## src/urx_pkg.sv

```systemverilog
package urx_pkg;

  // ==========================================================================
  // Sizes and receive timing
  localparam int unsigned AXI_ADDR_W     = 8;
  localparam int unsigned FIFO_DEPTH     = 16;
  localparam int unsigned PTR_W          = 4;
  localparam int unsigned ENTRY_W        = 11;
  localparam logic [3:0]  HALF_BIT_TICKS = 4'h7;
  localparam logic [3:0]  LAST_BIT_TICK  = 4'hf;

  // ==========================================================================
  // Register indices; the byte address is four times the index
  localparam logic [2:0] IDX_MODE     = 3'h0;
  localparam logic [2:0] IDX_STATUS   = 3'h1;
  localparam logic [2:0] IDX_CMD      = 3'h2;
  localparam logic [2:0] IDX_RXDATA   = 3'h3;
  localparam logic [2:0] IDX_DIVISOR  = 3'h4;
  localparam logic [2:0] IDX_IRQ_STAT = 3'h5;
  localparam logic [2:0] IDX_IRQ_MASK = 3'h6;

  // ==========================================================================
  // Field positions and reset values
  localparam int unsigned ST_BREAK = 7, ST_FRAME = 6, ST_PARITY = 5, ST_OVERRUN = 4;
  localparam int unsigned ST_TX_EMPTY = 3, ST_TX_READY = 2, ST_FULL = 1, ST_RX_READY = 0;
  localparam int unsigned ENT_BREAK = 10, ENT_FRAME = 9, ENT_PARITY = 8;
  localparam int unsigned MODE_PTYPE = 2, MODE_PMODE_LSB = 3;
  localparam int unsigned CMD_RX_EN = 0, CMD_RX_DIS = 1, CMD_CODE_LSB = 4;
  localparam int unsigned IRQ_W = 5;
  localparam int unsigned IRQ_RX_CHAR = 0, IRQ_OVERRUN = 1, IRQ_FRAME = 2;
  localparam int unsigned IRQ_PARITY = 3, IRQ_BREAK = 4;
  localparam logic [7:0]  MODE_RESET    = 8'h13;
  localparam logic [15:0] DIVISOR_RESET = 16'h00a3;
  localparam logic [3:0]  CMD_RX_RESET    = 4'h2;
  localparam logic [3:0]  CMD_RESET_ERROR = 4'h4;
  localparam logic [1:0]  RESP_OKAY   = 2'h0;
  localparam logic [1:0]  RESP_SLVERR = 2'h2;

  typedef enum logic [1:0] {
    PM_WITH = 2'b00, PM_FORCE = 2'b01, PM_NONE = 2'b10, PM_MULTIDROP = 2'b11
  } urx_pmode_type;

  typedef enum logic [2:0] {
    RX_IDLE = 3'b000, RX_START = 3'b001, RX_DATA = 3'b010, RX_PARITY = 3'b011,
    RX_STOP = 3'b100
  } urx_rx_state_type;

endpackage : urx_pkg

```

## src/urx_char_if.sv

```systemverilog
`timescale 1ns/1ps
`default_nettype none
interface urx_char_if;
  logic       valid;
  logic [7:0] data;
  logic       frame_err;
  logic       parity_err;
  logic       brk;
  modport src (output valid, data, frame_err, parity_err, brk);
  modport dst (input valid, data, frame_err, parity_err, brk);
endinterface : urx_char_if
`default_nettype wire

```

## src/urx_fifo.sv

```systemverilog
`timescale 1ns/1ps
`default_nettype none
module urx_fifo (
  input  wire logic                         clk,
  input  wire logic                         rst,
  input  wire logic                         clear,
  input  wire logic                         push,
  input  wire logic [urx_pkg::ENTRY_W-1:0]  push_data,
  input  wire logic                         pop,
  output logic      [urx_pkg::ENTRY_W-1:0]  head,
  output logic                              empty,
  output logic                              full
);
  logic [urx_pkg::ENTRY_W-1:0] mem [urx_pkg::FIFO_DEPTH];
  logic [urx_pkg::PTR_W-1:0]   rd_reg;
  logic [urx_pkg::PTR_W-1:0]   wr_reg;
  logic [urx_pkg::PTR_W:0]     count_reg;
  logic                        do_push;
  logic                        do_pop;

  assign empty   = (count_reg == '0);
  assign full    = (count_reg == (urx_pkg::PTR_W+1)'(urx_pkg::FIFO_DEPTH));
  assign do_push = push & ~full;
  assign do_pop  = pop & ~empty;
  assign head    = empty ? '0 : mem[rd_reg];

  always_ff @(posedge clk) begin
    if (do_push) begin
      mem[wr_reg] <= push_data;
    end
  end

  always_ff @(posedge clk) begin
    if (rst | clear) begin
      rd_reg    <= '0;
      wr_reg    <= '0;
      count_reg <= '0;
    end else begin
      rd_reg    <= rd_reg + urx_pkg::PTR_W'(do_pop);
      wr_reg    <= wr_reg + urx_pkg::PTR_W'(do_push);
      count_reg <= count_reg + (urx_pkg::PTR_W+1)'(do_push) - (urx_pkg::PTR_W+1)'(do_pop);
    end
  end
endmodule : urx_fifo
`default_nettype wire

```

## src/urx_rx_core.sv

```systemverilog
`timescale 1ns/1ps
`default_nettype none
module urx_rx_core (
  input  wire logic        clk,
  input  wire logic        rst,
  input  wire logic        rx_line,
  input  wire logic        enable,
  input  wire logic [7:0]  mode,
  input  wire logic [15:0] divisor,
  urx_char_if.src          ch
);
  urx_pkg::urx_rx_state_type state_reg;
  urx_pkg::urx_pmode_type    pmode;
  logic [15:0] div_reg;
  logic [3:0]  samp_reg;
  logic [2:0]  bit_reg;
  logic [7:0]  shift_reg;
  logic        pbit_reg;
  logic        tick;
  logic        has_parity;
  logic [7:0]  data_aligned;
  logic        data_xor;

  assign pmode        = urx_pkg::urx_pmode_type'(mode[urx_pkg::MODE_PMODE_LSB +: 2]);
  assign has_parity   = (pmode != urx_pkg::PM_NONE);
  assign tick         = (divisor == 16'h0000) | (div_reg >= divisor - 16'h0001);
  assign data_aligned = shift_reg >> (3'h3 - {1'b0, mode[1:0]});
  assign data_xor     = ^data_aligned;

  // Sixteen ticks per bit; the divisor sets the tick rate.
  always_ff @(posedge clk) begin
    if (rst | tick) begin
      div_reg <= '0;
    end else begin
      div_reg <= div_reg + 16'h0001;
    end
  end

  always_ff @(posedge clk) begin
    if (rst) begin
      state_reg    <= urx_pkg::RX_IDLE;
      samp_reg     <= '0;
      bit_reg      <= '0;
      shift_reg    <= '0;
      pbit_reg     <= 1'b0;
      ch.valid     <= 1'b0;
      ch.data      <= '0;
      ch.frame_err <= 1'b0;
      ch.parity_err <= 1'b0;
      ch.brk       <= 1'b0;
    end else begin
      ch.valid <= 1'b0;
      case (state_reg)
        urx_pkg::RX_IDLE: begin
          samp_reg <= '0;
          if (enable & ~rx_line) begin
            state_reg <= urx_pkg::RX_START;
          end
        end
        urx_pkg::RX_START: begin
          if (tick & (samp_reg == urx_pkg::HALF_BIT_TICKS)) begin
            samp_reg  <= '0;
            bit_reg   <= '0;
            state_reg <= rx_line ? urx_pkg::RX_IDLE : urx_pkg::RX_DATA;
          end else if (tick) begin
            samp_reg <= samp_reg + 4'h1;
          end
        end
        urx_pkg::RX_DATA: begin
          if (tick) begin
            samp_reg <= samp_reg + 4'h1;
          end
          if (tick & (samp_reg == urx_pkg::LAST_BIT_TICK)) begin
            shift_reg <= {rx_line, shift_reg[7:1]};
            bit_reg   <= bit_reg + 3'h1;
            // Data length is five plus the mode field, so the last index is four plus it.
            if (bit_reg == {1'b1, mode[1:0]}) begin
              state_reg <= has_parity ? urx_pkg::RX_PARITY : urx_pkg::RX_STOP;
            end
          end
        end
        urx_pkg::RX_PARITY: begin
          if (tick) begin
            samp_reg <= samp_reg + 4'h1;
          end
          if (tick & (samp_reg == urx_pkg::LAST_BIT_TICK)) begin
            pbit_reg  <= rx_line;
            state_reg <= urx_pkg::RX_STOP;
          end
        end
        urx_pkg::RX_STOP: begin
          if (tick) begin
            samp_reg <= samp_reg + 4'h1;
          end
          // Only the middle of the first stop bit is looked at.
          if (tick & (samp_reg == urx_pkg::LAST_BIT_TICK)) begin
            ch.valid     <= 1'b1;
            ch.data      <= data_aligned;
            ch.frame_err <= ~rx_line;
            ch.brk       <= ~rx_line & (data_aligned == 8'h00) & ~(has_parity & pbit_reg);
            case (pmode)
              urx_pkg::PM_WITH:      ch.parity_err <= data_xor ^ pbit_reg ^ mode[urx_pkg::MODE_PTYPE];
              urx_pkg::PM_FORCE:     ch.parity_err <= pbit_reg ^ mode[urx_pkg::MODE_PTYPE];
              urx_pkg::PM_MULTIDROP: ch.parity_err <= pbit_reg;
              default:               ch.parity_err <= 1'b0;
            endcase
            state_reg <= urx_pkg::RX_IDLE;
          end
        end
        default: state_reg <= urx_pkg::RX_IDLE;
      endcase
    end
  end
endmodule : urx_rx_core
`default_nettype wire

```

## src/urx_error_status.sv

```systemverilog
`timescale 1ns/1ps
`default_nettype none

// Notes on behaviour
// - A character whose stop bit samples low is stored with its framing error flag set.
// - The stop bit is sampled once, in the middle of the first stop bit, whatever the stop length.
// - With or forced parity selected, a wrongly received parity sets status bit 5 for that character.
// - In multidrop mode the received address/data bit is stored where the parity error would be.
// - Overrun, status bit 4, sets when a character arrives with the FIFO full and one already waiting.
// - On overrun the waiting character and its break, parity and framing flags are dropped.
// - Overrun stays set until the host issues the reset-error-status command, which clears it.
// - The status byte sits at register index 0x1, with bit 3 showing the transmitter empty flag.
// - Bit 6 of the status byte is the framing error, one when an error occurred.
// - Command code 0x4 clears the received break bit, and so does a receiver reset.
module urx_error_status (
  input  wire logic                             SYS_CLK,
  input  wire logic                             RESET,
  input  wire logic                             RXD_A,
  input  wire logic                             CHAN_A_TX_EMPTY_FLAG,
  input  wire logic                             CHAN_A_TX_READY,
  input  wire logic [urx_pkg::AXI_ADDR_W-1:0]   S_AXI_AWADDR,
  input  wire logic                             S_AXI_AWVALID,
  output logic                                  S_AXI_AWREADY,
  input  wire logic [31:0]                      S_AXI_WDATA,
  input  wire logic [3:0]                       S_AXI_WSTRB,
  input  wire logic                             S_AXI_WVALID,
  output logic                                  S_AXI_WREADY,
  output logic      [1:0]                       S_AXI_BRESP,
  output logic                                  S_AXI_BVALID,
  input  wire logic                             S_AXI_BREADY,
  input  wire logic [urx_pkg::AXI_ADDR_W-1:0]   S_AXI_ARADDR,
  input  wire logic                             S_AXI_ARVALID,
  output logic                                  S_AXI_ARREADY,
  output logic      [31:0]                      S_AXI_RDATA,
  output logic      [1:0]                       S_AXI_RRESP,
  output logic                                  S_AXI_RVALID,
  input  wire logic                             S_AXI_RREADY,
  output logic                                  IRQ
);

  // ==========================================================================
  // Address decode
  function automatic logic addr_ok(input logic [urx_pkg::AXI_ADDR_W-1:0] addr);
    addr_ok = (addr[1:0] == 2'h0) && (addr[urx_pkg::AXI_ADDR_W-1:5] == '0) &&
              (addr[4:2] <= urx_pkg::IDX_IRQ_MASK);
  endfunction : addr_ok

  function automatic logic [2:0] addr_idx(input logic [urx_pkg::AXI_ADDR_W-1:0] addr);
    addr_idx = addr[4:2];
  endfunction : addr_idx

  // ==========================================================================
  // Declarations
  logic [urx_pkg::AXI_ADDR_W-1:0] aw_addr_reg;
  logic                           aw_have_reg;
  logic [31:0]                    w_data_reg;
  logic [3:0]                     w_strb_reg;
  logic                           w_have_reg;
  logic                           bvalid_reg;
  logic [1:0]                     bresp_reg;
  logic                           rvalid_reg;
  logic [31:0]                    rdata_reg;
  logic [1:0]                     rresp_reg;

  logic [7:0]                     mode_reg;
  logic [15:0]                    divisor_reg;
  logic                           rx_enable_reg;
  logic                           overrun_reg;
  logic                           break_reg;
  logic [urx_pkg::IRQ_W-1:0]      irq_stat_reg;
  logic [urx_pkg::IRQ_W-1:0]      irq_mask_reg;
  logic [urx_pkg::IRQ_W-1:0]      irq_event;

  logic                           hold_valid_reg;
  logic [urx_pkg::ENTRY_W-1:0]    hold_entry_reg;

  logic                           write_fire;
  logic [2:0]                     wr_idx;
  logic                           wr_lane0;
  logic [3:0]                     cmd_code;
  logic                           cmd_rx_reset;
  logic                           cmd_reset_error;
  logic                           read_fire;
  logic [2:0]                     rd_idx;
  logic                           rx_pop;

  logic [urx_pkg::ENTRY_W-1:0]    new_entry;
  logic                           fifo_push;
  logic [urx_pkg::ENTRY_W-1:0]    fifo_push_data;
  logic [urx_pkg::ENTRY_W-1:0]    fifo_head;
  logic                           fifo_empty;
  logic                           fifo_full;
  logic                           push_from_hold;
  logic                           overrun_event;
  logic [7:0]                     status_byte;

  urx_char_if rx_char ();

  // ==========================================================================
  // Receiver and FIFO
  urx_rx_core u_rx_core (
    .clk     (SYS_CLK),
    .rst     (RESET | cmd_rx_reset),
    .rx_line (RXD_A),
    .enable  (rx_enable_reg),
    .mode    (mode_reg),
    .divisor (divisor_reg),
    .ch      (rx_char)
  );

  urx_fifo u_fifo (
    .clk       (SYS_CLK),
    .rst       (RESET),
    .clear     (cmd_rx_reset),
    .push      (fifo_push),
    .push_data (fifo_push_data),
    .pop       (rx_pop),
    .head      (fifo_head),
    .empty     (fifo_empty),
    .full      (fifo_full)
  );

  assign new_entry = {rx_char.brk, rx_char.frame_err, rx_char.parity_err, rx_char.data};

  // The holding slot plays the part of the shift register that waits for room.
  assign push_from_hold = hold_valid_reg & ~fifo_full;
  assign fifo_push      = push_from_hold | (rx_char.valid & ~fifo_full & ~hold_valid_reg);
  assign fifo_push_data = push_from_hold ? hold_entry_reg : new_entry;
  assign overrun_event  = rx_char.valid & fifo_full & hold_valid_reg;

  always_ff @(posedge SYS_CLK) begin
    if (RESET | cmd_rx_reset) begin
      hold_valid_reg <= 1'b0;
      hold_entry_reg <= '0;
    end else if (rx_char.valid & (fifo_full | hold_valid_reg)) begin
      // A new character overwrites a waiting one, flags and all.
      hold_valid_reg <= 1'b1;
      hold_entry_reg <= new_entry;
    end else if (push_from_hold) begin
      hold_valid_reg <= 1'b0;
    end
  end

  // ==========================================================================
  // Error and break flags
  always_ff @(posedge SYS_CLK) begin
    if (RESET) begin
      overrun_reg <= 1'b0;
    end else if (overrun_event) begin
      overrun_reg <= 1'b1;
    end else if (cmd_reset_error) begin
      overrun_reg <= 1'b0;
    end
  end

  always_ff @(posedge SYS_CLK) begin
    if (RESET) begin
      break_reg <= 1'b0;
    end else if (rx_char.valid & rx_char.brk & ~overrun_event) begin
      break_reg <= 1'b1;
    end else if (cmd_reset_error | cmd_rx_reset) begin
      break_reg <= 1'b0;
    end
  end

  always_comb begin
    status_byte                       = 8'h00;
    status_byte[urx_pkg::ST_BREAK]    = break_reg;
    status_byte[urx_pkg::ST_FRAME]    = fifo_head[urx_pkg::ENT_FRAME];
    status_byte[urx_pkg::ST_PARITY]   = fifo_head[urx_pkg::ENT_PARITY];
    status_byte[urx_pkg::ST_OVERRUN]  = overrun_reg;
    status_byte[urx_pkg::ST_TX_EMPTY] = CHAN_A_TX_EMPTY_FLAG;
    status_byte[urx_pkg::ST_TX_READY] = CHAN_A_TX_READY;
    status_byte[urx_pkg::ST_FULL]     = fifo_full;
    status_byte[urx_pkg::ST_RX_READY] = ~fifo_empty;
  end

  // ==========================================================================
  // Interrupts
  always_comb begin
    irq_event                       = '0;
    irq_event[urx_pkg::IRQ_RX_CHAR] = fifo_push;
    irq_event[urx_pkg::IRQ_OVERRUN] = overrun_event;
    irq_event[urx_pkg::IRQ_FRAME]   = fifo_push & fifo_push_data[urx_pkg::ENT_FRAME];
    irq_event[urx_pkg::IRQ_PARITY]  = fifo_push & fifo_push_data[urx_pkg::ENT_PARITY];
    irq_event[urx_pkg::IRQ_BREAK]   = fifo_push & fifo_push_data[urx_pkg::ENT_BREAK];
  end

  // A new event in the cycle of a clearing write keeps its bit set.
  always_ff @(posedge SYS_CLK) begin
    if (RESET) begin
      irq_stat_reg <= '0;
    end else if (write_fire && wr_idx == urx_pkg::IDX_IRQ_STAT && wr_lane0) begin
      irq_stat_reg <= (irq_stat_reg & ~w_data_reg[urx_pkg::IRQ_W-1:0]) | irq_event;
    end else begin
      irq_stat_reg <= irq_stat_reg | irq_event;
    end
  end

  assign IRQ = |(irq_stat_reg & irq_mask_reg);

  // ==========================================================================
  // Write channel
  assign S_AXI_AWREADY   = ~aw_have_reg & ~bvalid_reg;
  assign S_AXI_WREADY    = ~w_have_reg & ~bvalid_reg;
  assign S_AXI_BVALID    = bvalid_reg;
  assign S_AXI_BRESP     = bresp_reg;
  assign write_fire      = aw_have_reg & w_have_reg & ~bvalid_reg;
  assign wr_idx          = addr_idx(aw_addr_reg);
  assign wr_lane0        = w_strb_reg[0];
  assign cmd_code        = w_data_reg[urx_pkg::CMD_CODE_LSB +: 4];
  assign cmd_rx_reset    = write_fire && wr_idx == urx_pkg::IDX_CMD && wr_lane0 &&
                           cmd_code == urx_pkg::CMD_RX_RESET;
  assign cmd_reset_error = write_fire && wr_idx == urx_pkg::IDX_CMD && wr_lane0 &&
                           cmd_code == urx_pkg::CMD_RESET_ERROR;

  always_ff @(posedge SYS_CLK) begin
    if (RESET) begin
      aw_have_reg <= 1'b0;
      aw_addr_reg <= '0;
    end else if (S_AXI_AWVALID & S_AXI_AWREADY) begin
      aw_have_reg <= 1'b1;
      aw_addr_reg <= S_AXI_AWADDR;
    end else if (write_fire) begin
      aw_have_reg <= 1'b0;
    end
  end

  always_ff @(posedge SYS_CLK) begin
    if (RESET) begin
      w_have_reg <= 1'b0;
      w_data_reg <= '0;
      w_strb_reg <= '0;
    end else if (S_AXI_WVALID & S_AXI_WREADY) begin
      w_have_reg <= 1'b1;
      w_data_reg <= S_AXI_WDATA;
      w_strb_reg <= S_AXI_WSTRB;
    end else if (write_fire) begin
      w_have_reg <= 1'b0;
    end
  end

  always_ff @(posedge SYS_CLK) begin
    if (RESET) begin
      bvalid_reg <= 1'b0;
      bresp_reg  <= urx_pkg::RESP_OKAY;
    end else if (write_fire) begin
      bvalid_reg <= 1'b1;
      bresp_reg  <= addr_ok(aw_addr_reg) ? urx_pkg::RESP_OKAY : urx_pkg::RESP_SLVERR;
    end else if (S_AXI_BREADY) begin
      bvalid_reg <= 1'b0;
    end
  end

  // ==========================================================================
  // Control registers
  always_ff @(posedge SYS_CLK) begin
    if (RESET) begin
      mode_reg     <= urx_pkg::MODE_RESET;
      divisor_reg  <= urx_pkg::DIVISOR_RESET;
      irq_mask_reg <= '0;
    end else if (write_fire && addr_ok(aw_addr_reg)) begin
      if (wr_idx == urx_pkg::IDX_MODE && wr_lane0) begin
        mode_reg <= w_data_reg[7:0];
      end
      if (wr_idx == urx_pkg::IDX_DIVISOR && wr_lane0) begin
        divisor_reg[7:0] <= w_data_reg[7:0];
      end
      if (wr_idx == urx_pkg::IDX_DIVISOR && w_strb_reg[1]) begin
        divisor_reg[15:8] <= w_data_reg[15:8];
      end
      if (wr_idx == urx_pkg::IDX_IRQ_MASK && wr_lane0) begin
        irq_mask_reg <= w_data_reg[urx_pkg::IRQ_W-1:0];
      end
    end
  end

  // Disable wins when both enable bits are written at once.
  always_ff @(posedge SYS_CLK) begin
    if (RESET | cmd_rx_reset) begin
      rx_enable_reg <= 1'b0;
    end else if (write_fire && wr_idx == urx_pkg::IDX_CMD && wr_lane0) begin
      if (w_data_reg[urx_pkg::CMD_RX_DIS]) begin
        rx_enable_reg <= 1'b0;
      end else if (w_data_reg[urx_pkg::CMD_RX_EN]) begin
        rx_enable_reg <= 1'b1;
      end
    end
  end

  // ==========================================================================
  // Read channel
  assign S_AXI_ARREADY = ~rvalid_reg;
  assign S_AXI_RVALID  = rvalid_reg;
  assign S_AXI_RDATA   = rdata_reg;
  assign S_AXI_RRESP   = rresp_reg;
  assign read_fire     = S_AXI_ARVALID & ~rvalid_reg;
  assign rd_idx        = addr_idx(S_AXI_ARADDR);
  // Reading the data register takes the head entry, so the status advances.
  assign rx_pop        = read_fire && addr_ok(S_AXI_ARADDR) && rd_idx == urx_pkg::IDX_RXDATA;

  always_ff @(posedge SYS_CLK) begin
    if (RESET) begin
      rvalid_reg <= 1'b0;
      rdata_reg  <= '0;
      rresp_reg  <= urx_pkg::RESP_OKAY;
    end else if (read_fire) begin
      rvalid_reg <= 1'b1;
      rresp_reg  <= addr_ok(S_AXI_ARADDR) ? urx_pkg::RESP_OKAY : urx_pkg::RESP_SLVERR;
      rdata_reg  <= '0;
      if (addr_ok(S_AXI_ARADDR)) begin
        case (rd_idx)
          urx_pkg::IDX_MODE:     rdata_reg[7:0]  <= mode_reg;
          urx_pkg::IDX_STATUS:   rdata_reg[7:0]  <= status_byte;
          urx_pkg::IDX_CMD:      rdata_reg[0]    <= rx_enable_reg;
          urx_pkg::IDX_RXDATA:   rdata_reg[7:0]  <= fifo_head[7:0];
          urx_pkg::IDX_DIVISOR:  rdata_reg[15:0] <= divisor_reg;
          urx_pkg::IDX_IRQ_STAT: rdata_reg[urx_pkg::IRQ_W-1:0] <= irq_stat_reg;
          urx_pkg::IDX_IRQ_MASK: rdata_reg[urx_pkg::IRQ_W-1:0] <= irq_mask_reg;
          default:               rdata_reg <= '0;
        endcase
      end
    end else if (S_AXI_RREADY) begin
      rvalid_reg <= 1'b0;
    end
  end

endmodule : urx_error_status
`default_nettype wire

```

## config.mk

```make
export PLATFORM = sky130hd
export DESIGN_NAME = urx_error_status
export DESIGN_NICKNAME = d
export VERILOG_FILES = /design/src/urx_pkg.sv /design/src/urx_char_if.sv /design/src/urx_fifo.sv /design/src/urx_rx_core.sv /design/src/urx_error_status.sv
export SDC_FILE = /design/constraint.sdc
export NUM_CORES = 1
export LEC_CHECK = 0
export BUFFER_PORTS_ARGS = -buffer_cell sky130_fd_sc_hd__buf_2
export CORE_MARGIN = 3
export CORE_UTILIZATION = 34
export DETAILED_ROUTE_END_ITERATION = 10
export HOLD_SLACK_MARGIN = 0.03
export PLACE_DENSITY_LB_ADDON = 0.15
export SETUP_SLACK_MARGIN = 0.5
export SYNTH_ARGS = -nofsm -noshare
export SYNTH_HDL_FRONTEND = slang
export SYNTH_HIERARCHICAL = 1
export SYNTH_SLANG_ARGS = --single-unit
```

## constraint.sdc

```tcl
create_clock -name SYS_CLK -period 3.7 [get_ports SYS_CLK]
set_input_delay 0 -clock SYS_CLK [delete_from_list [all_inputs] [get_ports SYS_CLK]]
set_output_delay 0 -clock SYS_CLK [all_outputs]
set_load 0.02 [all_outputs]
```

==> results.toml <==
[clocking]
numCtsBuffers = 37
cts_root_buffer = "clkbuf_16"
clkSlewWorstSetupHoldPaths_ps = 60
cts_tree = "built"
cts.htree.levels = 2
clkSinkCount = 317
insertion_delay_of_the_later_clocked_pin_in_the_worst_skew_pair_ps = 540
cts.path.max_buffers = 3

[power_and_ir_drop]
ir_drop_v = 0.000227
leakagePower_nw = 5.75
power_density_nw_per_um2 = 443

[die]
die_w_um = 212
fp.dieH_um = 212
design.die.area_um2 = 44800
placeableCoreArea_um2 = 41300
ios = 104
floorplan.initialDensity = 0.348
rows = 74

[global_routing]
first_pass_grt_wire_length_um = 54900
vias_in_the_first_global_route = 9703
global_route.overflow_total = 0
initial_antenna_violation_count = 0
global_route.usage.total = 0.156
grt_max_degree = 51

[place]
dp.final_hpwl_um = 23600
dpl.cell_count = 1811
port_buffers = 67
finalWeightedCongestion = 0.803

[cells_and_area]
mostFrequentLayoutCell = "edfxtp_1"
area_used_by_multi_input_combinational_logic_um2 = 6080
registers.top_by_ff_count = "u_fifo/mem"
area.growth.synth_to_final_pct = 20.5
post_layout_nonfiller_instances = 1943
number_of_flip_flops_in_the_largest_register = 160
register_area_um2 = 7960
final_layout_size_suffix_gt1_frac = 0.198
design.final.nets = 1479
antenna_cells = 0
layout.cells.most_common_list = "160 x edfxtp_1, 152 x dfxtp_1, 130 x nand2_1"
fillCellCount = 3888

[route]
routed_via_density = 4.96
detailroute.via_count = 9635
ant_nets = 0
drcViolationCount = 0
routed_wire_length_per_instance_um = 17.7
routed_wirelength_um = 34300
detail_route.first_pass.iterations = 5
drt_iter0_markers = 609

[sta]
setup_viol_count_final = 0
slew_headroom = 0.482
achievable-frequency_mhz = 313
finalSetupTns_ps = 0
grt_setup_unrepaired = "true"
timing.final.crit_share = 0.865
fin_worst_skew_ps = 19.6
final.min_clock_period_ps = 3200
timing.final.max_slew_violations = 0
hold_viol_final = 0
tightestPinTransition_ps = 776

[worst_setup_path]
cp_data_arrival_time_ps = 3610
worst-setup-path-type = "register to register"
timing.critical_path.from_type = "register"
critical_path.endpoint_type = "register"
reg2reg_from = "divisor_reg[5]"
worstPathRequired_ps = 4120
timing.critical_path.from = "divisor_reg[5]"
critical_path_peak_fanout = 8

[yosys]
ys_warns = 6
netlist_area_um2 = 14400
avgSynthCellArea_um2 = 11.6
post_synth_inst_count = 1234

[worst_hold_path]
timing.hold.worst.class = "primary input to register"
min-delay-start = "S_AXI_ARADDR[6]"

[status]
status = "complete, no violations"

[job]
max_cap_violations = 0
## layout make-up
type                    instances  area share
flip-flops and latches        317       0.459
multi-input cells             825       0.351
repair buffers                173      0.0744
clock buffers                  49      0.0578
well taps                     532      0.0384
clock inverters                18      0.0129
inverters                      29     0.00629
## through the flow
step | util | hold WS (ps) | power [W] | cell area (µm²) | setup slack, ps
2_1_floorplan | - | 136 | 0.00394 | 14500 | 510
3_3_place_gp | 0.372 | 245 | 0.00400 | 15400 | 337
3_5_place_dp | 0.372 | 252 | 0.00401 | 15400 | 274
4_1_cts | 0.417 | 30.4 | 0.00777 | 17200 | 421
5_1_grt | 0.419 | 97.2 | 0.00794 | 17300 | 305
6_report | 0.419 | 59.1 | 0.00767 | 17300 | 501
## critical path: stages (launching register included)
cell	delay [ps]
dfxtp_2	340
nor4_4	280
nor2b_4	240
and3_4	230
nand2_1	60
xor2_1	140
ha_1	290
nand4_1	190
a211oi_2	330
a32oi_4	210
a2111oi_4	340
buf_6	200
mux2i_1	200
nor2_1	50
## what timing repair did
action                                  4_1_cts  5_1_grt
gates resized for setup                      12       13
endpoints found under the hold margin        57        0
endpoints found under the setup margin       25       30
pin swaps                                     5        4
hold buffers                                 55        0
setup buffers                                 5        5
## metal layers
layer  global-route usage  up-vias  share of wire
met3               0.0298       41          0.035
met5                    0        -              0
met2                0.254      115           0.46
li1                     -     4800              -
met1                0.214     4679           0.48
met4               0.0432        0          0.021
## where the power goes
group	switching [W]	internal (W)	total [W]
Sequential	0.0000315	0.00368	0.00371
Combinational	0.000157	0.000110	0.000267
Clock	0.00143	0.00226	0.00369
Total	0.00162	0.00605	0.00767
## path summary, 6_finish.rpt
kind / cells after the start / to / slack [ps]
max: 13 / u_rx_core/shift_reg[5] / 500
min: 5 / S_AXI_RDATA[6] / 60
max reg2reg: 13 / u_rx_core/shift_reg[5] / 500
min reg2reg: 2 / S_AXI_RDATA[1] / 450
Note: power is estimated with default switching activity, not from simulation.
